<file path="src/hdl/flash_pkg.sv">
// Purpose: Constants, types and field layout for the serial flash command block.
// Assumes: 25 MHz system clock; serial clock is sampled, not used as a clock.
// Notes: Memory array is modelled small; top address bits are ignored.
package flash_pkg;
	localparam logic [7:0] OP_STATUS_READ = 8'h05;
	localparam logic [7:0] OP_STATUS_WRITE = 8'h01;
	localparam logic [7:0] OP_DATA_READ = 8'h03;
	localparam logic [7:0] OP_WRITE_ENABLE = 8'h06;
	localparam logic [7:0] OP_WRITE_DISABLE = 8'h04;
	localparam logic [7:0] OP_PAGE_PROGRAM = 8'h02;
	localparam logic [7:0] OP_SECTOR_ERASE = 8'hd8;
	localparam logic [7:0] OP_BULK_ERASE = 8'hc7;
	// Status register bit positions
	localparam int SR_BUSY = 0;
	localparam int SR_WEL = 1;
	localparam int SR_BP_LO = 2;
	localparam int SR_BP_HI = 4;
	localparam int SR_PROT_DIS = 7;
	// Bits a status write may change: protect-disable and block protect
	localparam logic [7:0] SR_WRITE_MASK = 8'h9c;
	localparam logic [7:0] SR_NV_RESET = 8'h00;
	localparam int ADDR_W = 24;
	localparam int ADDR_USED_W = 19;
	localparam logic [ADDR_W-1:0] ADDR_TOP = 24'h07ffff;
	localparam int BYTE_BITS = 8;
	localparam int ADDR_BYTES = 3;
	// Self-timed cycle lengths
	localparam int CLK_HZ = 25_000_000;
	localparam int T_W_US = 15_000;
	localparam int T_PP_US = 5_000;
	localparam int T_SE_US = 3_000_000;
	localparam longint T_W_CYC = longint'(T_W_US) * CLK_HZ / 1_000_000;
	localparam longint T_PP_CYC = longint'(T_PP_US) * CLK_HZ / 1_000_000;
	localparam longint T_SE_CYC = longint'(T_SE_US) * CLK_HZ / 1_000_000;
	localparam int CYC_W = 32;
	localparam int FIFO_DEPTH = 8;

	typedef enum logic [1:0] {
		CYC_NONE,
		CYC_STATUS,
		CYC_PROGRAM,
		CYC_ERASE
	} cycle_e;

	typedef struct packed {
		logic prot_dis;
		logic [2:0] bp;
	} prot_s;
endpackage : flash_pkg
</file>
<file path="src/hdl/flash_ctrl.sv">
// Purpose: Serial flash command decode, status register, protection and data read.
// Assumes: Serial clock, chip select, data in and write-protect are async pins.
// Notes: Array is a small RAM; program and erase only touch the status flow.
module flash_ctrl import flash_pkg::*; #(
	parameter int MEM_AW = 8,
	parameter longint STATUS_CYC = T_W_CYC,
	parameter longint PROG_CYC = T_PP_CYC,
	parameter longint ERASE_CYC = T_SE_CYC
) (
	// Clock and reset
	input wire logic clk_sys,
	input wire logic rstn,
	// Serial link
	input wire logic sclk,
	input wire logic cs_n,
	input wire logic mosi,
	output logic miso,
	output logic miso_oe,
	// Protection pin
	input wire logic wp_n
);
	typedef enum logic [2:0] {
		ST_IDLE,
		ST_OPCODE,
		ST_ADDR,
		ST_SR_DATA,
		ST_SR_OUT,
		ST_RD_OUT,
		ST_IGNORE
	} ser_e;

	// Whole bytes a command needs before select rises; other counts are dropped, except that program takes more than LEN_ADDR_CMD
	localparam logic [2:0] LEN_OPCODE = 3'd1;
	localparam logic [2:0] LEN_SR_WRITE = 3'd2;
	localparam logic [2:0] LEN_ADDR_CMD = 3'(1 + ADDR_BYTES);

	// Pin idle levels: select and write-protect high, clock and data low
	localparam logic [3:0] PIN_IDLE = 4'b1100;
	localparam int PIN_SCLK = 1;
	localparam int PIN_CS = 2;

	// Two-stage synchronisers, one per pin; reset to idle so no false edge follows
	logic [3:0] pins;
	wire [3:0] pins_s;
	assign pins = {wp_n, cs_n, sclk, mosi};
	for (genvar g = 0; g < $bits(pins); g++) begin : g_sync
		logic meta_q, meta_d, stable_q, stable_d;
		always_comb begin
			meta_d = pins[g];
			stable_d = meta_q;
		end
		always_ff @(posedge clk_sys or negedge rstn) begin
			if (!rstn) begin
				meta_q <= PIN_IDLE[g];
				stable_q <= PIN_IDLE[g];
			end else begin
				meta_q <= meta_d;
				stable_q <= stable_d;
			end
		end
		assign pins_s[g] = stable_q;
	end

	// Last synchronised levels, for edge detection
	logic sclk_prev_q, sclk_prev_d, cs_prev_q, cs_prev_d;
	always_comb begin
		sclk_prev_d = pins_s[PIN_SCLK];
		cs_prev_d = pins_s[PIN_CS];
	end
	always_ff @(posedge clk_sys or negedge rstn) begin
		if (!rstn) begin
			sclk_prev_q <= PIN_IDLE[PIN_SCLK];
			cs_prev_q <= PIN_IDLE[PIN_CS];
		end else begin
			sclk_prev_q <= sclk_prev_d;
			cs_prev_q <= cs_prev_d;
		end
	end
	logic mosi_s, sclk_s, cs_s, wp_s;
	assign {wp_s, cs_s, sclk_s, mosi_s} = pins_s;
	logic rise, fall, cs_rise;
	assign rise = !cs_s && sclk_s && !sclk_prev_q;
	assign fall = !cs_s && !sclk_s && sclk_prev_q;
	assign cs_rise = cs_s && !cs_prev_q;

	logic [7:0] mem [2**MEM_AW];
	initial begin
		for (int i = 0; i < 2**MEM_AW; i++)
			mem[i] = 8'(i);
	end

	ser_e st_q, st_d;
	logic [2:0] bit_q, bit_d;
	logic [7:0] sh_q, sh_d;
	logic [7:0] op_q, op_d;
	logic [1:0] abyte_q, abyte_d;
	logic [ADDR_W-1:0] addr_q, addr_d;
	logic [7:0] sr_new_q, sr_new_d;
	logic sr_full_q, sr_full_d;
	logic [7:0] out_sh_q, out_sh_d;
	logic miso_d, miso_oe_d;
	logic miso_q, miso_oe_q;
	logic [2:0] nbytes_q, nbytes_d;
	prot_s nv_q, nv_d;
	logic wel_q, wel_d;
	cycle_e cyc_q, cyc_d;
	logic [CYC_W-1:0] cnt_q, cnt_d;
	logic fetch_q, fetch_d;

	logic busy, hardware_protected_mode, sr_write_ok;
	logic [7:0] status;
	logic [7:0] byte_in;
	logic byte_done;
	assign busy = cyc_q != CYC_NONE;
	assign hardware_protected_mode = nv_q.prot_dis && !wp_s;
	assign sr_write_ok = wel_q && !busy && !hardware_protected_mode;
	// b6 and b5 always zero
	assign status = {nv_q.prot_dis, 2'b00, nv_q.bp, wel_q, busy};
	assign byte_in = {sh_q[6:0], mosi_s};
	assign byte_done = rise && bit_q == 3'(BYTE_BITS-1);

	// Read-byte buffer between array and shifter
	logic fi_valid, fi_ready, fo_valid, fo_ready, fifo_flush;
	logic [7:0] fo_data;
	assign fi_valid = fetch_q;
	assign fifo_flush = cs_s;
	flash_fifo #(.WIDTH(8), .DEPTH(FIFO_DEPTH)) u_fifo (
		.clk_sys(clk_sys),
		.rstn(rstn),
		.flush(fifo_flush),
		.in_valid(fi_valid),
		.in_ready(fi_ready),
		.in_data(mem[addr_q[MEM_AW-1:0]]),
		.out_valid(fo_valid),
		.out_ready(fo_ready),
		.out_data(fo_data)
	);

	// Serial protocol
	always_comb begin
		st_d = st_q;
		bit_d = bit_q;
		sh_d = sh_q;
		op_d = op_q;
		abyte_d = abyte_q;
		addr_d = addr_q;
		sr_new_d = sr_new_q;
		sr_full_d = sr_full_q;
		out_sh_d = out_sh_q;
		miso_d = miso_q;
		miso_oe_d = miso_oe_q;
		fetch_d = 1'b0;
		fo_ready = 1'b0;
		nbytes_d = nbytes_q;
		if (byte_done && nbytes_q != '1)
			nbytes_d = nbytes_q + 3'd1;
		if (rise) begin
			bit_d = bit_q + 3'd1;
			sh_d = byte_in;
			if (st_q == ST_SR_DATA && sr_full_q)
				sr_full_d = 1'b0;
		end
		// Fill while select stays low; stalls when buffer full
		if (st_q == ST_RD_OUT && fi_ready && !fetch_q && !fetch_d) begin
			fetch_d = 1'b1;
		end
		if (fetch_q) begin
			addr_d = (addr_q[ADDR_USED_W-1:0] == ADDR_TOP[ADDR_USED_W-1:0]) ? '0 : addr_q + 1'b1;
		end
		unique case (st_q)
			ST_IDLE: begin
				if (!cs_s) begin
					st_d = ST_OPCODE;
					bit_d = '0;
					sr_full_d = 1'b0;
					nbytes_d = '0;
				end
			end
			ST_OPCODE: begin
				if (byte_done) begin
					op_d = byte_in;
					unique case (byte_in)
						OP_STATUS_READ: begin
							st_d = ST_SR_OUT;
							out_sh_d = status;
						end
						OP_STATUS_WRITE: st_d = ST_SR_DATA;
						OP_DATA_READ: begin
							st_d = busy ? ST_IGNORE : ST_ADDR;
							abyte_d = '0;
						end
						OP_PAGE_PROGRAM, OP_SECTOR_ERASE: st_d = ST_ADDR;
						default: st_d = ST_IGNORE;
					endcase
				end
			end
			ST_ADDR: begin
				if (byte_done) begin
					addr_d = {addr_q[15:0], byte_in};
					abyte_d = abyte_q + 2'd1;
					if (abyte_q == 2'(ADDR_BYTES-1))
						st_d = (op_q == OP_DATA_READ) ? ST_RD_OUT : ST_IGNORE;
				end
			end
			ST_SR_DATA: begin
				if (byte_done) begin
					sr_new_d = byte_in;
					sr_full_d = 1'b1;
				end
			end
			ST_SR_OUT: begin
				if (fall) begin
					miso_oe_d = 1'b1;
					miso_d = out_sh_q[7];
					// Refresh at each byte boundary so busy clears mid-stream
					out_sh_d = (bit_q == '0) ? {status[6:0], 1'b0} : {out_sh_q[6:0], 1'b0};
					if (bit_q == '0)
						miso_d = status[7];
				end
			end
			ST_RD_OUT: begin
				if (fall) begin
					miso_oe_d = 1'b1;
					if (bit_q == '0) begin
						fo_ready = 1'b1;
						miso_d = fo_data[7];
						out_sh_d = {fo_data[6:0], 1'b0};
					end else begin
						miso_d = out_sh_q[7];
						out_sh_d = {out_sh_q[6:0], 1'b0};
					end
				end
			end
			ST_IGNORE: ;
		endcase
		if (cs_s && st_q != ST_IDLE) begin
			st_d = ST_IDLE;
			// Data line keeps its level; the enable alone marks it released
			miso_oe_d = 1'b0;
		end
	end

	assign miso = miso_q;
	assign miso_oe = miso_oe_q;

	always_ff @(posedge clk_sys or negedge rstn) begin
		if (!rstn) begin
			st_q <= ST_IDLE;
			bit_q <= '0;
			sh_q <= '0;
			op_q <= '0;
			abyte_q <= '0;
			addr_q <= '0;
			sr_new_q <= '0;
			sr_full_q <= 1'b0;
			out_sh_q <= '0;
			miso_q <= 1'b0;
			miso_oe_q <= 1'b0;
			fetch_q <= 1'b0;
			nbytes_q <= '0;
		end else begin
			st_q <= st_d;
			bit_q <= bit_d;
			sh_q <= sh_d;
			op_q <= op_d;
			abyte_q <= abyte_d;
			addr_q <= addr_d;
			sr_new_q <= sr_new_d;
			sr_full_q <= sr_full_d;
			out_sh_q <= out_sh_d;
			miso_q <= miso_d;
			miso_oe_q <= miso_oe_d;
			fetch_q <= fetch_d;
			nbytes_q <= nbytes_d;
		end
	end

	// Commands complete on chip select rising with whole bytes only
	logic frame_end, whole;
	assign frame_end = cs_rise && st_q != ST_IDLE;
	assign whole = bit_q == '0;
	logic [2:0] prot_bp;
	assign prot_bp = nv_q.bp;
	// A second data byte re-arms the full flag, so the byte count decides
	logic sr_len_ok;
	assign sr_len_ok = sr_full_q && nbytes_q == LEN_SR_WRITE;
	// Program needs address and data, erase exactly the address
	logic region_ok;
	assign region_ok = wel_q && prot_bp == '0 && ((op_q == OP_PAGE_PROGRAM) ?
		nbytes_q > LEN_ADDR_CMD : nbytes_q == LEN_ADDR_CMD);

	always_comb begin
		nv_d = nv_q;
		wel_d = wel_q;
		cyc_d = cyc_q;
		cnt_d = cnt_q;
		if (busy) begin
			if (cnt_q == '0) begin
				cyc_d = CYC_NONE;
				wel_d = 1'b0;
			end else
				cnt_d = cnt_q - 1'b1;
		end
		if (frame_end && whole && !busy) begin
			if (st_q == ST_IGNORE && op_q == OP_WRITE_ENABLE && nbytes_q == LEN_OPCODE)
				wel_d = 1'b1;
			if (st_q == ST_IGNORE && op_q == OP_WRITE_DISABLE && nbytes_q == LEN_OPCODE)
				wel_d = 1'b0;
			if (st_q == ST_SR_DATA && sr_len_ok && sr_write_ok) begin
				// Only protect-disable and block-protect bits change
				nv_d = {sr_new_q[SR_PROT_DIS], sr_new_q[SR_BP_HI:SR_BP_LO]};
				cyc_d = CYC_STATUS;
				cnt_d = CYC_W'(STATUS_CYC - 1);
			end
			if (st_q == ST_IGNORE && op_q == OP_BULK_ERASE && wel_q && nbytes_q == LEN_OPCODE) begin
				if (prot_bp == '0) begin
					cyc_d = CYC_ERASE;
					cnt_d = CYC_W'(ERASE_CYC - 1);
				end
			end
			// Protected-region check stands in for the real sector map
			if (op_q inside {OP_PAGE_PROGRAM, OP_SECTOR_ERASE} && region_ok) begin
				cyc_d = (op_q == OP_PAGE_PROGRAM) ? CYC_PROGRAM : CYC_ERASE;
				cnt_d = CYC_W'((op_q == OP_PAGE_PROGRAM) ? PROG_CYC - 1 : ERASE_CYC - 1);
			end
		end
	end

	// Protection bits model non-volatile cells; reset restores delivery state
	always_ff @(posedge clk_sys or negedge rstn) begin
		if (!rstn) begin
			nv_q <= prot_s'(SR_NV_RESET[3:0]);
			wel_q <= 1'b0;
			cyc_q <= CYC_NONE;
			cnt_q <= '0;
		end else begin
			nv_q <= nv_d;
			wel_q <= wel_d;
			cyc_q <= cyc_d;
			cnt_q <= cnt_d;
		end
	end
endmodule : flash_ctrl

</file>
<file path="src/hdl/flash_fifo.sv">
// Purpose: Small synchronous FIFO for outgoing read bytes.
// Assumes: Single clock; write ignored when full, read ignored when empty.
// Notes: Flush drops all content in one cycle.
module flash_fifo #(
	parameter int WIDTH = 8,
	parameter int DEPTH = 8
) (
	// Clock and reset
	input wire logic clk_sys,
	input wire logic rstn,
	input wire logic flush,
	// Fill side
	input wire logic in_valid,
	output logic in_ready,
	input wire logic [WIDTH-1:0] in_data,
	// Drain side
	output logic out_valid,
	input wire logic out_ready,
	output logic [WIDTH-1:0] out_data
);
	localparam int PW = $clog2(DEPTH);
	logic [WIDTH-1:0] mem [DEPTH];
	logic [PW:0] wr_q, wr_d, rd_q, rd_d;
	logic push, pop;

	assign push = in_valid && in_ready;
	assign pop = out_valid && out_ready;
	assign in_ready = (wr_q - rd_q) != (PW+1)'(DEPTH);
	assign out_valid = wr_q != rd_q;
	assign out_data = mem[rd_q[PW-1:0]];

	always_comb begin
		wr_d = flush ? rd_q : wr_q + (PW+1)'(push);
		rd_d = rd_q + (PW+1)'(pop && !flush);
	end

	always_ff @(posedge clk_sys or negedge rstn) begin
		if (!rstn) begin
			wr_q <= '0;
			rd_q <= '0;
		end else begin
			wr_q <= wr_d;
			rd_q <= rd_d;
		end
	end

	always_ff @(posedge clk_sys) begin
		if (push)
			mem[wr_q[PW-1:0]] <= in_data;
	end
endmodule : flash_fifo

</file>
<file path="config.mk">
export PLATFORM = sky130hd
export DESIGN_NAME = flash_ctrl
export DESIGN_NICKNAME = d
export VERILOG_FILES = /design/src/hdl/flash_pkg.sv /design/src/hdl/flash_ctrl.sv /design/src/hdl/flash_fifo.sv
export SDC_FILE = /design/constraint.sdc
export NUM_CORES = 1
export LEC_CHECK = 0
export ABC_CLOCK_PERIOD_IN_PS = 2930
export BUFFER_PORTS_ARGS = -buffer_cell sky130_fd_sc_hd__buf_2
export CORE_MARGIN = 3
export CORE_UTILIZATION = 55
export CTS_CLUSTER_DIAMETER = 150
export CTS_CLUSTER_SIZE = 12
export DETAILED_ROUTE_END_ITERATION = 6
export GPL_TIMING_DRIVEN = 0
export PLACE_DENSITY_LB_ADDON = 0.3
export SLEW_MARGIN = 20
export SYNTH_ARGS = -nofsm -noshare
export SYNTH_HDL_FRONTEND = slang
export SYNTH_SLANG_ARGS = --single-unit
</file>
<file path="constraint.sdc">
create_clock -name clk_sys -period 2.93 [get_ports clk_sys]
set_clock_uncertainty 0.1 [all_clocks]
set_input_delay 0.1465 -clock clk_sys [delete_from_list [all_inputs] [get_ports clk_sys]]
set_output_delay 0.1465 -clock clk_sys [all_outputs]
set_load 0.01 [all_outputs]
</file>
==> results of run 1 <==
==> cells by family (layout without fill, tap and decap cells) <==
family | after synthesis | count (layout) | share of synthesized area, %
compound gates | 154 | 154 | 11.6
xor+xnor | 37 | 37 | 3.94
fa+ha+maj | 19 | 19 | 2.76
buf+inv | 54 | 100 | 2.51
flops | 182 | 182 | 56.7
mux | 44 | 44 | 7.81
simple gates | 236 | 236 | 14.6
==> worst min-delay path by stage <==
stage | startpoint | to | slack [ns] | cells past startpoint
2_1_floorplan | rstn | async pin | -0.25 | 0
3_3_place_gp | cs_n | g_sync[2].meta_q | 0.15 | 1
3_5_place_dp | rstn | cnt_q[23] | -0.007 | 1
4_1_cts | rstn | u_fifo.rd_q[1] | 0.09 | 2
5_1_grt | rstn | cnt_q[6] | 0.12 | 2
6_report | rstn | u_fifo.rd_q[1] | 0.09 | 2
==> per-stage QoR <==
stage | setup TNS [ns] | cell area (µm²) | power [W] | hold WS (ns) | setup WS, ns
final | 0 | 9780 | 0.00549 | 0.0907 | 0.112
after global routing | -0.171 | 9780 | 0.00567 | 0.119 | -0.0368
after CTS | 0 | 9730 | 0.00552 | 0.0881 | 0.0343
after detailed placement | -37.49 | 8950 | 0.00316 | -0.00660 | -0.596
after global placement | -31.69 | 8920 | 0.00314 | 0.153 | -0.504
after floorplan | 0 | 8620 | 0.00301 | -0.249 | 0.0943
==> flip-flops by register name (all words and copies together), names as in the netlist, 2 cells and up, named ones only <==
register         count
cnt_q               32
u_fifo.mem          64
op_q                 8
cyc_q                2
u_fifo.wr_q          4
g_sync.meta_q        4
sr_new_q             4
out_sh_q             8
g_sync.stable_q      3
prot_bp              3
sh_q                 7
nbytes_q             3
u_fifo.rd_q          4
st_q                 3
addr_q              19
abyte_q              2
==> metal layers <==
layer	GRT usage, %	share of wire (%)	up-vias
li1	-	-	2791
met1	31.9	45	3113
met2	35.3	48	214
met3	5.67	5.4	32
met4	8.34	2.0	0
met5	0	0	-
==> placed cells by master (no fill, tap or decap), types with 8 or more instances in the layout <==
cell / synthesis / routed
sky130_fd_sc_hd__nand3_1: 16 / 14
sky130_fd_sc_hd__nor4_1: 15 / 13
sky130_fd_sc_hd__edfxtp_1: 64 / 64
sky130_fd_sc_hd__o21ai_0: 49 / 49
sky130_fd_sc_hd__mux4_2: 16 / 16
sky130_fd_sc_hd__or3_1: 17 / 17
sky130_fd_sc_hd__xor2_1: 23 / 23
sky130_fd_sc_hd__dfrtp_1: 113 / 112
sky130_fd_sc_hd__nand2_1: 63 / 63
sky130_fd_sc_hd__nand2b_1: 9 / 9
sky130_fd_sc_hd__nand4_1: 13 / 13
sky130_fd_sc_hd__a21o_1: 9 / 9
sky130_fd_sc_hd__clkbuf_16: 0 / 17
sky130_fd_sc_hd__nor3_1: 15 / 11
sky130_fd_sc_hd__buf_2: 5 / 10
sky130_fd_sc_hd__o31ai_1: 9 / 9
sky130_fd_sc_hd__a21oi_1: 26 / 26
sky130_fd_sc_hd__inv_1: 21 / 21
sky130_fd_sc_hd__clkbuf_1: 25 / 22
sky130_fd_sc_hd__mux2_2: 25 / 25
sky130_fd_sc_hd__or4_1: 8 / 8
sky130_fd_sc_hd__ha_1: 19 / 19
sky130_fd_sc_hd__nor2_1: 40 / 33
sky130_fd_sc_hd__xnor2_1: 13 / 13
sky130_fd_sc_hd__a31oi_1: 12 / 11
==> power breakdown <==
group / switching (W) / leakage, nW / internal, W
registers: 0.0000992 / 2.29 / 0.00268
clock network: 0.00106 / 0.294 / 0.00130
logic: 0.000229 / 1.48 / 0.000126
==> repair_timing <==
action,4_1_cts,5_1_grt
gates resized for setup,20,14
endpoints found under the setup margin,68,96
buffers inserted,2,0
hold buffers,5,0
endpoints found under the hold margin,119,0
pin swaps,2,2
==> worst register-to-register path, cell delays in order, from the launching register on <==
cell	delay, ns
sky130_fd_sc_hd__dfrtp_1	0.39
sky130_fd_sc_hd__buf_6	0.18
sky130_fd_sc_hd__clkbuf_8	0.21
sky130_fd_sc_hd__inv_1	0.06
sky130_fd_sc_hd__ha_1	0.30
sky130_fd_sc_hd__nor2b_1	0.16
sky130_fd_sc_hd__o211a_1	0.24
sky130_fd_sc_hd__o21bai_2	0.22
sky130_fd_sc_hd__nand3_2	0.25
sky130_fd_sc_hd__nor3_4	0.28
sky130_fd_sc_hd__buf_12	0.16
==> cell type report <==
cell class              instances  area (µm²)
well taps                     211         264
inverters                      22        82.6
fillers                      1149        5480
multi-input cells             490        3640
repair buffers                 15         159
clock inverters                15         183
plain buffers                  31         150
clock buffers                  17         425
flip-flops and latches        182        4880
==> results.md, run 1 <==
- The number of pins with negative max-slew slack in the final report is 0.
- For the finished layout, the period the worst path requires is 2.82 ns.
- In this run the critical register-to-register path is launched from u_fifo.rd_q[1].
- The origin of the worst setup path is u_fifo.rd_q[1].
- The sequential share of the synthesized area is 56.7%.
- In the routed design, unresolved DRC markers number 0.
- VDD sags by at most 430 µV.
- The share of post-route cells with drive strength above 1 is 17.6%.
- The hold violation total from the final report was 0.
- TritonCTS built the clock tree.
- The number of optimization iterations in the first detailed-route pass is 5.
- Counting flops with an async set or reset pin after synthesis yields a share of 64.8%.
- Entering global routing, the biggest net connects 80 pins.
- STA classifies the critical path startpoint as a flop.
- The HPWL after detailed placement is 13000 µm.
- Headroom to the max-slew limit came out at 29.4%.
- The commonest cells after synthesis are 113 x sky130_fd_sc_hd__dfrtp_1, 64 x sky130_fd_sc_hd__edfxtp_1, 63 x sky130_fd_sc_hd__nand2_1.
- The die boundary height is 131 µm.
- The category of the critical setup timing path is flop to flop.
- The power density of the placed cells is 561 mW/mm².
- The routed design has 19000 µm of wire.
- The number of H-tree levels is 4.
- The wire length of the first global-routing pass is 31300 µm.
- The worst min-delay path class is input pin to async pin.
- The via count is 6150.
- The number of antenna diodes in the final layout is 0.
- Counting distinct cell types in the post-synthesis netlist gives 72.
- The synthesized design devotes to its leading area cell type 32.8% of total area.
- The number of antenna violations at the first check in global routing was 0.
- The count of buffering cells on the critical path with inverters included is 4.
- In the final design database the tool counted 784 nets.
- The post-detailed-route count of antenna-violating nets is 0.
- The number of max-cap violations is 0.
- The type of element capturing the critical path is a flop.
- The total clock buffers created by CTS is 17.
- The biggest area consumer among synthesized cells is sky130_fd_sc_hd__dfrtp_1.
- In this run, synthesis produced a sequential element count of 182.
- The count of input and output buffers is 7.
- The DRC violation total after the first TritonRoute iteration is 462.
- The most repeated cell in the gate-level netlist after synthesis is sky130_fd_sc_hd__dfrtp_1.
- The area growth from synthesis to layout is 13.6%.
- In this run the number of cells on the critical path is 10.
- The master cell of the clock root buffer is sky130_fd_sc_hd__clkbuf_16.
- The final core utilization is 64.1%.
- STA puts the critical path data required time at 2.99 ns.
- The count of cells in the finished layout, fillers not included, comes to 983.
- The leakage power is 4.06 nW.
- Broken down by cell family, the worst path's largest delay share belongs to simple AND/OR/NAND/NOR gates.
- The source-to-sink clock delay at the later pin of the worst-skew pair is 0.45 ns.
- In this run, synthesis inferred 64 flip-flops with an integrated enable.
- The signal arrival time at the worst endpoint is 2.88 ns.
- The leftover overflow at the end of global routing is 0.
- Measured in cells, the most critical reg-to-reg path has a length of 10.
- The number of cell rows is 45.
- The number of instances in the synthesized netlist is 726.
- Timing would allow up to 355 MHz.
- The region available for standard cell placement spans 0.0153 mm².
- By area the synthesized netlist is led by sky130_fd_sc_hd__dfrtp_1 33%, sky130_fd_sc_hd__edfxtp_1 22%, sky130_fd_sc_hd__mux4_2 4.2%.
- Along the worst path, the maximum fanout reaches 10.
- The worst path uses 96.2% of the clock period.
- In this run the deepest clock path goes through 2 buffers.
- Yosys printed 0 warnings.
- The summed instance area of the synthesized netlist is 0.00861 mm².
- The cell count after placement is 945.
- The synthesized area divided by synthesized cell count is 11.9 µm².
- The slew at the pin with the worst max-slew slack is 1.05 ns.
- Routability-driven placement finished with a final weighted congestion of 0.888.
- Clock-pin slew was measured on the worst setup and hold paths at 0.07 ns.
- The capturing element of the worst setup path is u_fifo.mem[1][1].
- The slowest stage of the critical path is the sky130_fd_sc_hd__dfrtp_1 cell.
- The die covers 0.0172 mm².
- After detailed routing, the number of vias per cell comes to 6.26.
- In this run the count of I/O pins placed on the die edge is 8.
- The commonest register cell after synthesis is sky130_fd_sc_hd__dfrtp_1.
- The via count of the first global-routing pass is 5900.
- The chip width is 131 µm.
- The initial utilization of the core area, before any placement, comes to 56.4%.
- The CTS sink count is 182.
- The delay contributed by the slowest stage of the critical path is 0.39 ns.
- The signal on the critical path passes through buf_6 > clkbuf_8 > inv_1 > ha_1 > nor2b_1 > o211a_1 > o21bai_2 > nand3_2 > nor3_4 > buf_12.
- The endpoint of the lowest-slack register-to-register path is u_fifo.mem[1][1].
- Setup violations remaining at the end of the flow were counted as 0.
- The net count after synthesis is 751.
- The all-layer global routing usage is 22.9%.
- The flow ran to the end, and the final reports show no timing, DRC or antenna violations.
- After detailed routing, the average wire length per cell comes to 19.3 µm.
- The setup slack of the most critical reg-to-reg path is 0.11 ns.
(Power assumes the default switching activity.)
==> inputs of run 2 (changes only) <==
- SYNTH_HIERARCHICAL: unset -> 1
==> results.md, run 2 <==
- The worst setup path is launched from a flop.
- The sequential share of the synthesized area was 56.4% (-0.28 points).
- The number of max-cap violations is 0 (unchanged).
- The wire length of the first global-routing pass is 29900 µm (-4.4%).
- The post-synthesis sequential element count is 182 (unchanged).
- The count of input and output buffers was 7 (unchanged).
- The number of instances in the synthesized netlist is 736 (+1.4%).
- The maximum number of pins on one net before global-route repair is 72 (-10%).
- The leftover overflow at the end of global routing is 0 (unchanged).
- The worst setup path is captured at a flop.
- The number of cells on the worst reg-to-reg path is 12 (+2).
- Setup repair after global routing left no endpoint under its margin.
- The DRC violation total after the first TritonRoute iteration came to 467 (+1.1%).
- The largest voltage drop on the vdd net came to 406 µV (-5.7%).
- Ranked by total cell area, the synthesized netlist is headed by sky130_fd_sc_hd__dfrtp_1 33%, sky130_fd_sc_hd__edfxtp_1 22%, sky130_fd_sc_hd__mux2_2 4.6%.
- The worst path required time is 3.15 ns (+0.16 ns).
- The summed instance area of the synthesized netlist is 0.00865 mm² (+0.49%).
- In the layout the commonest cells are 113 x sky130_fd_sc_hd__dfrtp_1, 79 x sky130_fd_sc_hd__nand2_1, 64 x sky130_fd_sc_hd__edfxtp_1, 46 x sky130_fd_sc_hd__nor2_1, 38 x sky130_fd_sc_hd__o21ai_0.
- The path class of the tightest hold or removal check is input pin to async pin.
- The signal arrival time at the worst endpoint came to 3.04 ns (+0.16 ns).
- The biggest area contributor in the post-synthesis netlist is sky130_fd_sc_hd__dfrtp_1.
- The layout net count was 798 (+1.8%).
- The number of flip-flops in the largest register came to 64 (unchanged).
- The overall routed net length is 18100 µm (-4.8%).
- The setup slack of the most critical reg-to-reg path is 0.11 ns (about the same).
- The hold violation total from the final report is 0 (unchanged).
- The area of all placed cells without fillers is 0.00972 mm² (-0.59%).
- The wire length per cell after detailed routing is 18.2 µm (-6.1%).
- The total clock buffers created by CTS came to 17 (unchanged).
- The clock input transition at the sequential cells of the worst setup and hold paths is 0.07 ns (about the same).
- The area growth from synthesis to layout is 12.4%.
- The die area came to 0.0173 mm² (+0.47%).
- The critical path in this run is classified as flop to flop.
- The flow ran to the end, and the final reports show no timing, DRC or antenna violations.
- The routability congestion estimate is 0.879 (-0.97%).
- The net count after synthesis came to 761 (+1.3%).
- Ranked by instance count, the synthesized netlist is headed by 113 x sky130_fd_sc_hd__dfrtp_1, 79 x sky130_fd_sc_hd__nand2_1, 64 x sky130_fd_sc_hd__edfxtp_1.
- The power density of the placed cells came to 564 mW/mm² (+0.53%).
- The slew at the pin with the worst max-slew slack is 1.02 ns (-0.0340 ns).
- The number of enable-type register cells in the synthesized netlist is 64 (unchanged).
- The highest clock frequency the design can meet is 355 MHz (about the same).
- The endpoint of the lowest-slack register-to-register path is u_fifo/wr_q[1].
- The die boundary height is 131 µm (+0.24%).
- The maximum fanout along the worst path came to 10 (unchanged).
- The placed wire-length estimate was 12300 µm (-5.0%).
- The number of setup violations in the final report was 0 (unchanged).
- In this run the clock root is driven by a sky130_fd_sc_hd__clkbuf_16.
- The worst hold slack is 0.118 ns (+0.0272 ns).
- The most frequent standard cell in the layout excluding fill and tap cells is sky130_fd_sc_hd__dfrtp_1.
- The share of async-settable or async-resettable flops after synthesis is 64.8% (unchanged).
- The worst register-to-register path begins at u_fifo/rd_q[1].
- The number of remaining DRC errors is 0 (unchanged).
- The placeable core region is 0.0153 mm² (+0.37%).
- The number of warning messages in the yosys log was 6 (+6).
- The final critical delay including setup and external delays came to 2.82 ns (+0.000672 ns).
- The final core utilization is 63.5% (-0.61 points).
- The via count normalized by instance count came to 6.01 (-4.0%).
- The number of H-tree levels is 4 (unchanged).
- The distinct cell type count of the synthesized netlist came to 67 (-6.9%).
- TritonCTS built the clock tree.
- The capturing element of the worst setup path is u_fifo/wr_q[1].
- The number of primary I/O pins is 8 (unchanged).
- The effective utilization at floorplan is 56.5% (+0.070 points).
- The number of pins with negative max-slew slack in the final report is 0 (unchanged).
- The CTS sink count is 182 (unchanged).
- The chip width is 131 µm (+0.24%).
- The period utilization is 96.2% (about the same).
- The all-layer global routing usage is 21.7% (-1.2 points).
- The share of post-route cells with drive strength above 1 was 17.6% (-0.059 points).
- The number of cell rows is 45 (unchanged).
- The tightest slew margin relative to the limit was 31.8% (+2.4 points).
- The post-place instance area came to 0.00902 mm² (+0.78%).
- The post-detailed-route count of antenna-violating nets is 0 (unchanged).
- The leakage power came to 3.96 nW (-2.6%).
- The source-to-sink clock delay at the later pin of the worst-skew pair is 0.44 ns (about the same).
- The number of optimization iterations in the first detailed-route pass was 5 (unchanged).
- The synthesized area divided by synthesized cell count is 11.8 µm² (-0.87%).
- In the synthesized netlist the dominant register cell turns out to be sky130_fd_sc_hd__dfrtp_1.
- The largest buffer count on any clock path is 2 (unchanged).
- The number of inserted diodes is 0 (unchanged).
- The via count of the first global-routing pass came to 5909 (+0.15%).
- The top cell type's share of synthesized area came to 32.7% (-0.16 points).
- The number of antenna violations at the first check in global routing is 0 (unchanged).
- The origin of the worst setup path is u_fifo/rd_q[1].
- The via count is 5990 (-2.6%).
- Among all cell types in the netlist, the one instantiated most often is sky130_fd_sc_hd__dfrtp_1.
run 2: cell types whose count changed after synthesis, moves of 9 or more:
cell	change
sky130_fd_sc_hd__o21ai_0	-11
sky130_fd_sc_hd__nor3_1	+11
sky130_fd_sc_hd__xnor2_1	+17
sky130_fd_sc_hd__mux2_2	+10
sky130_fd_sc_hd__or3_1	-10
sky130_fd_sc_hd__nand2_1	+16
sky130_fd_sc_hd__xor2_1	-9
run 2: worst max-delay path: stages (launching register included):
cell and delay [ns]:
sky130_fd_sc_hd__dfrtp_1 0.37, sky130_fd_sc_hd__buf_6 0.12, sky130_fd_sc_hd__buf_6 0.15, sky130_fd_sc_hd__inv_1 0.06
sky130_fd_sc_hd__ha_1 0.31, sky130_fd_sc_hd__nand3b_1 0.10, sky130_fd_sc_hd__and3b_1 0.21, sky130_fd_sc_hd__nor4_4 0.28
sky130_fd_sc_hd__inv_2 0.09, sky130_fd_sc_hd__and2_1 0.17, sky130_fd_sc_hd__ha_1 0.20, sky130_fd_sc_hd__ha_1 0.28
sky130_fd_sc_hd__mux2_2 0.27
run 2: stage by stage:
stage / setup TNS (ns) / power, W / std cells / setup slack (ns)
after global routing: 0 / 0.00570 / 997 / 0.0157
after global placement: -17.57 / 0.00330 / 954 / -0.673
after CTS: 0 / 0.00552 / 995 / 0.0394
final: 0 / 0.00549 / 997 / 0.111
after floorplan: 0 / 0.00314 / 736 / 0.0535
after detailed placement: -6.82 / 0.00333 / 956 / -0.503
run 2: how the worst min path moves through the flow:
stage	endpoint	slack, ns	cells past startpoint
5_1_grt	u_fifo/rd_q[0]	0.15	2
6_report	u_fifo/rd_q[0]	0.12	2
2_1_floorplan	async pin	-0.25	0
3_3_place_gp	g_sync[3].meta_q	0.15	1
4_1_cts	u_fifo/rd_q[0]	0.13	2
3_5_place_dp	u_fifo/rd_q[2]	0.01	1
run 2: per-layer routing:
| metal | GRT usage (%) | up-vias | wire length [µm] |
|---|---|---|---|
| met1 | 28.4 | 3011 | 7950 |
| li1 | - | 2781 | - |
| met4 | 9.68 | 0 | 446 |
| met3 | 3.79 | 33 | 714 |
| met2 | 35.6 | 165 | 8990 |
| met5 | 0 | - | 0 |
run 2: kinds of logic (layout without fill, tap and decap cells):
| group | Yosys count | count (layout) | share of synthesized area (%) |
|---|---|---|---|
| DFF | 182 | 182 | 56.4 |
| AOI/OAI and AO/OA | 110 | 110 | 7.71 |
| buffers and inverters | 44 | 94 | 2.02 |
| and+or+nand+nor | 280 | 280 | 17.2 |
| muxes | 57 | 57 | 9.42 |
| xor gates and xnor gates | 44 | 44 | 4.45 |
| adders and majority gates | 19 | 19 | 2.75 |
run 2: what timing repair did:
item | 4_1_cts | 5_1_grt
setup buffers | 2 | 2
gates resized for setup | 7 | 7
pin swaps | 1 | 1
setup endpoints to repair | 68 | 29
endpoints found under the hold margin | 119 | 0
hold buffers | 5 | 0
run 2: cell type report:
type                    instances  area [µm²]
clock inverters                15         145
multi-input cells             510        3660
flip-flops and latches        182        4880
well taps                     211         264
inverters                      18        68.8
fillers                      1174        5590
plain buffers                  26         124
repair buffers                 18         154
clock buffers                  17         425
run 2: power by group:
group          internal, W  leakage [nW]  switching [W]
clock network      0.00119         0.267        0.00100
registers          0.00268          2.14      0.0000850
logic             0.000191          1.55       0.000333
total              0.00406          3.96        0.00142
==> inputs of run 3 (changes only) <==
- MAX_ROUTING_LAYER: unset -> met4
- SLEW_MARGIN: 20 -> 15
==> results.md, run 3 (same netlist as run 2, synthesis figures left out) <==
- The via count is 5918 (-1.2%).
- The proportion of power drawn by the clock network was 40.8% (+0.8 points).
- The reported net switching power is 0.00140 W (-2.0%).
- The overall routed net length came to 18000 µm (-0.43%).
- The highest clock frequency the design can meet is 356 MHz (+0.33%).
- The minimum setup slack after placement came to -0.507 ns (-0.00357 ns).
- The hold violation total from the final report came to 0 (unchanged).
- The number of primary I/O pins is 8 (unchanged).
- The routability congestion estimate was 0.854 (-2.9%).
- The signal arrival time at the worst endpoint was 3.00 ns (-0.04 ns).
- The switching share of power was 25.1% (-0.81 points).
- The via count normalized by instance count came to 5.95 (-1.0%).
- The layout overhead on the synthesized area came to 12.4% (unchanged).
- The worst-case setup margin in the final layout is 0.121 ns (+0.00941 ns).
- The clock input transition at the sequential cells of the worst setup and hold paths came to 0.07 ns (about the same).
- The critical path is of the flop to flop type.
- The all-layer global routing usage is 22.5% (+0.82 points).
- The sequential share of power is 50.0% (-0.5 points).
- The leftover overflow at the end of global routing is 0 (unchanged).
- The die boundary height is 131 µm (unchanged).
- The die area came to 0.0173 mm² (unchanged).
- The post-detailed-route count of antenna-violating nets is 0 (unchanged).
- The CTS sink count is 182 (unchanged).
- The count of input and output buffers is 7 (unchanged).
- The DRC violation total after the first TritonRoute iteration is 385 (-18%).
- The number of optimization iterations in the first detailed-route pass is 5 (unchanged).
- In the layout the commonest cells are 113 x sky130_fd_sc_hd__dfrtp_1, 79 x sky130_fd_sc_hd__nand2_1, 64 x sky130_fd_sc_hd__edfxtp_1, 46 x sky130_fd_sc_hd__nor2_1, 38 x sky130_fd_sc_hd__o21ai_0.
- The combinational group share of total power is 9.2% (-0.4 points).
- The largest buffer count on any clock path was 2 (unchanged).
- The launching element type of the critical path is a flop.
- On the critical path, the stage with the largest delay is an instance of sky130_fd_sc_hd__or4_4.
- The share of post-route cells with drive strength above 1 is 16.8% (-0.72 points).
- The via count of the first global-routing pass is 5884 (-0.42%).
- The tightest slew margin relative to the limit is 33.1% (+1.4 points).
- The wire length per cell after detailed routing is 18.1 µm (-0.23%).
- STA classifies the critical path endpoint as a flop.
- The number of remaining DRC errors is 0 (unchanged).
- The total clock buffers created by CTS came to 17 (unchanged).
- The number of pins with negative max-slew slack in the final report was 0 (unchanged).
- The number of inserted diodes was 0 (unchanged).
- The layout net count is 796 (-0.25%).
- The total internal power came to 0.00416 W (+2.3%).
- The worst min-delay path class is input pin to async pin.
- The leakage power was 3.97 nW (+0.31%).
- The wire length of the first global-routing pass is 30100 µm (+0.79%).
- The delay contributed by the slowest stage of the critical path is 0.58 ns (+0.21 ns).
- The placed wire-length estimate is 12300 µm (about the same).
- The final critical delay including setup and external delays is 2.81 ns (-0.00941 ns).
- The run finished with clean final reports.
- The number of antenna violations at the first check in global routing came to 0 (unchanged).
- The maximum fanout along the worst path is 7 (-3).
- The chip width came to 131 µm (unchanged).
- The TritonCTS clock tree is built.
- The post-place instance area is 0.00902 mm² (about the same).
- The placeable core region is 0.0153 mm² (unchanged).
- The master cell of the clock root buffer is sky130_fd_sc_hd__clkbuf_16.
- The total power is 0.00555 W (+1.2%).
- The critical path goes through or4_4 > or4_1 > buf_2 > o21ai_1 > nor3_1 > xnor2_1 > a21boi_0.
- The area of all placed cells without fillers is 0.00972 mm² (unchanged).
- The cell family with the largest share of critical-path delay is simple AND/OR/NAND/NOR gates.
- The number of max-cap violations is 0 (unchanged).
- The number of setup violations in the final report was 0 (unchanged).
- The maximum number of pins on one net before global-route repair is 75 (+4.2%).
- The source-to-sink clock delay at the later pin of the worst-skew pair is 0.43 ns (about the same).
- The number of cell rows is 45 (unchanged).
- The effective utilization at floorplan is 56.5% (unchanged).
- The final core utilization is 63.5% (unchanged).
- The period utilization is 95.9% (-0.32 points).
- The count of buffering cells on the critical path with inverters included is 1 (-3).
- The power density of the placed cells was 571 mW/mm² (+1.2%).
- The largest voltage drop on the vdd net is 423 µV (+4.3%).
- The number of flip-flops in the largest register is 64 (unchanged).
- The slew at the pin with the worst max-slew slack is 0.995 ns (-0.0201 ns).
- The number of standard cells in the layout, taps in and fillers out is 995 (-0.20%).
- The number of H-tree levels came to 4 (unchanged).
- Setup repair after global routing left no endpoint under its margin.
- The cell count after placement is 956 (unchanged).
- The worst path required time is 3.12 ns (-0.03 ns).
- The most frequent standard cell in the layout excluding fill and tap cells is sky130_fd_sc_hd__dfrtp_1.
[run 3: changes by cell type in the layout (fill, tap and decap cells not counted), sizes merged]
cell | before | now
clkbuf | 34 | 37
inv | 23 | 21
buf | 22 | 20
clkinvlp | 5 | 1
clkinv | 4 | 7
[run 3: path summary, 6_finish.rpt]
| path | startpoint | end | slack (ns) | depth (start not counted) |
|---|---|---|---|---|
| max | cnt_q[9] | cnt_q[18] | 0.12 | 7 |
| min | rstn | u_fifo/rd_q[2] | 0.12 | 2 |
| max reg2reg | cnt_q[9] | cnt_q[18] | 0.12 | 7 |
| min reg2reg | g_sync[0].meta_q | g_sync[0].stable_q | 0.26 | 0 |
| max in group asynchronous | rstn | g_sync[3].meta_q | 1.88 | 3 |
| min in group clk_sys | sclk | g_sync[1].meta_q | 0.24 | 2 |
[run 3: power by group through the flow]
stage	combinational [W]	sequential [W]	clock, W
after global placement	0.000479	0.00281	0
after CTS	0.000509	0.00277	0.00230
after floorplan	0.000357	0.00278	0
after global routing	0.000573	0.00278	0.00240
after detailed placement	0.000498	0.00282	0
final	0.000513	0.00277	0.00227
[run 3: worst register-to-register path: stages, from the launching register on]
cell                       delay (ns)
sky130_fd_sc_hd__dfrtp_1         0.42
sky130_fd_sc_hd__or4_4           0.58
sky130_fd_sc_hd__or4_1           0.51
sky130_fd_sc_hd__buf_2           0.17
sky130_fd_sc_hd__o21ai_1         0.50
sky130_fd_sc_hd__nor3_1          0.14
sky130_fd_sc_hd__xnor2_1         0.16
sky130_fd_sc_hd__a21boi_0        0.09
[run 3: area by class of cell]
type / count / area [µm²]
Tap cell: 211 / 264
Fill cell: 1180 / 5590
Timing Repair Buffer: 17 / 149
Buffer: 25 / 113
Clock inverter: 12 / 114
Inverter: 18 / 68.8
Sequential cell: 182 / 4880
Multi-Input combinational cell: 510 / 3660
Clock buffer: 20 / 479
[run 3: repair_timing]
action / CTS / global route
hold buffers: 5 / 0
setup buffers: 1 / 2
hold endpoints to repair: 119 / 0
gates resized for setup: 8 / 6
endpoints found under the setup margin: 68 / 59
pin swaps: 1 / 2
[run 3: metal layers]
metal  vias to the layer above  global-route usage (%)  wire length (µm)
li1                       2777                       -                 -
met1                      2956                    29.3              7920
met2                       150                    35.3              8900
met3                        35                    4.40               761
met4                         0                    8.69               443
met5                         -                       -                 0
[run 3: per-stage QoR]
stage                     TNS (ns)  hold WS (ns)
after floorplan                  0        -0.249
after global placement      -17.33         0.152
after detailed placement    -10.27       0.00275
after CTS                        0         0.130
after global routing             0         0.147
final                            0         0.115
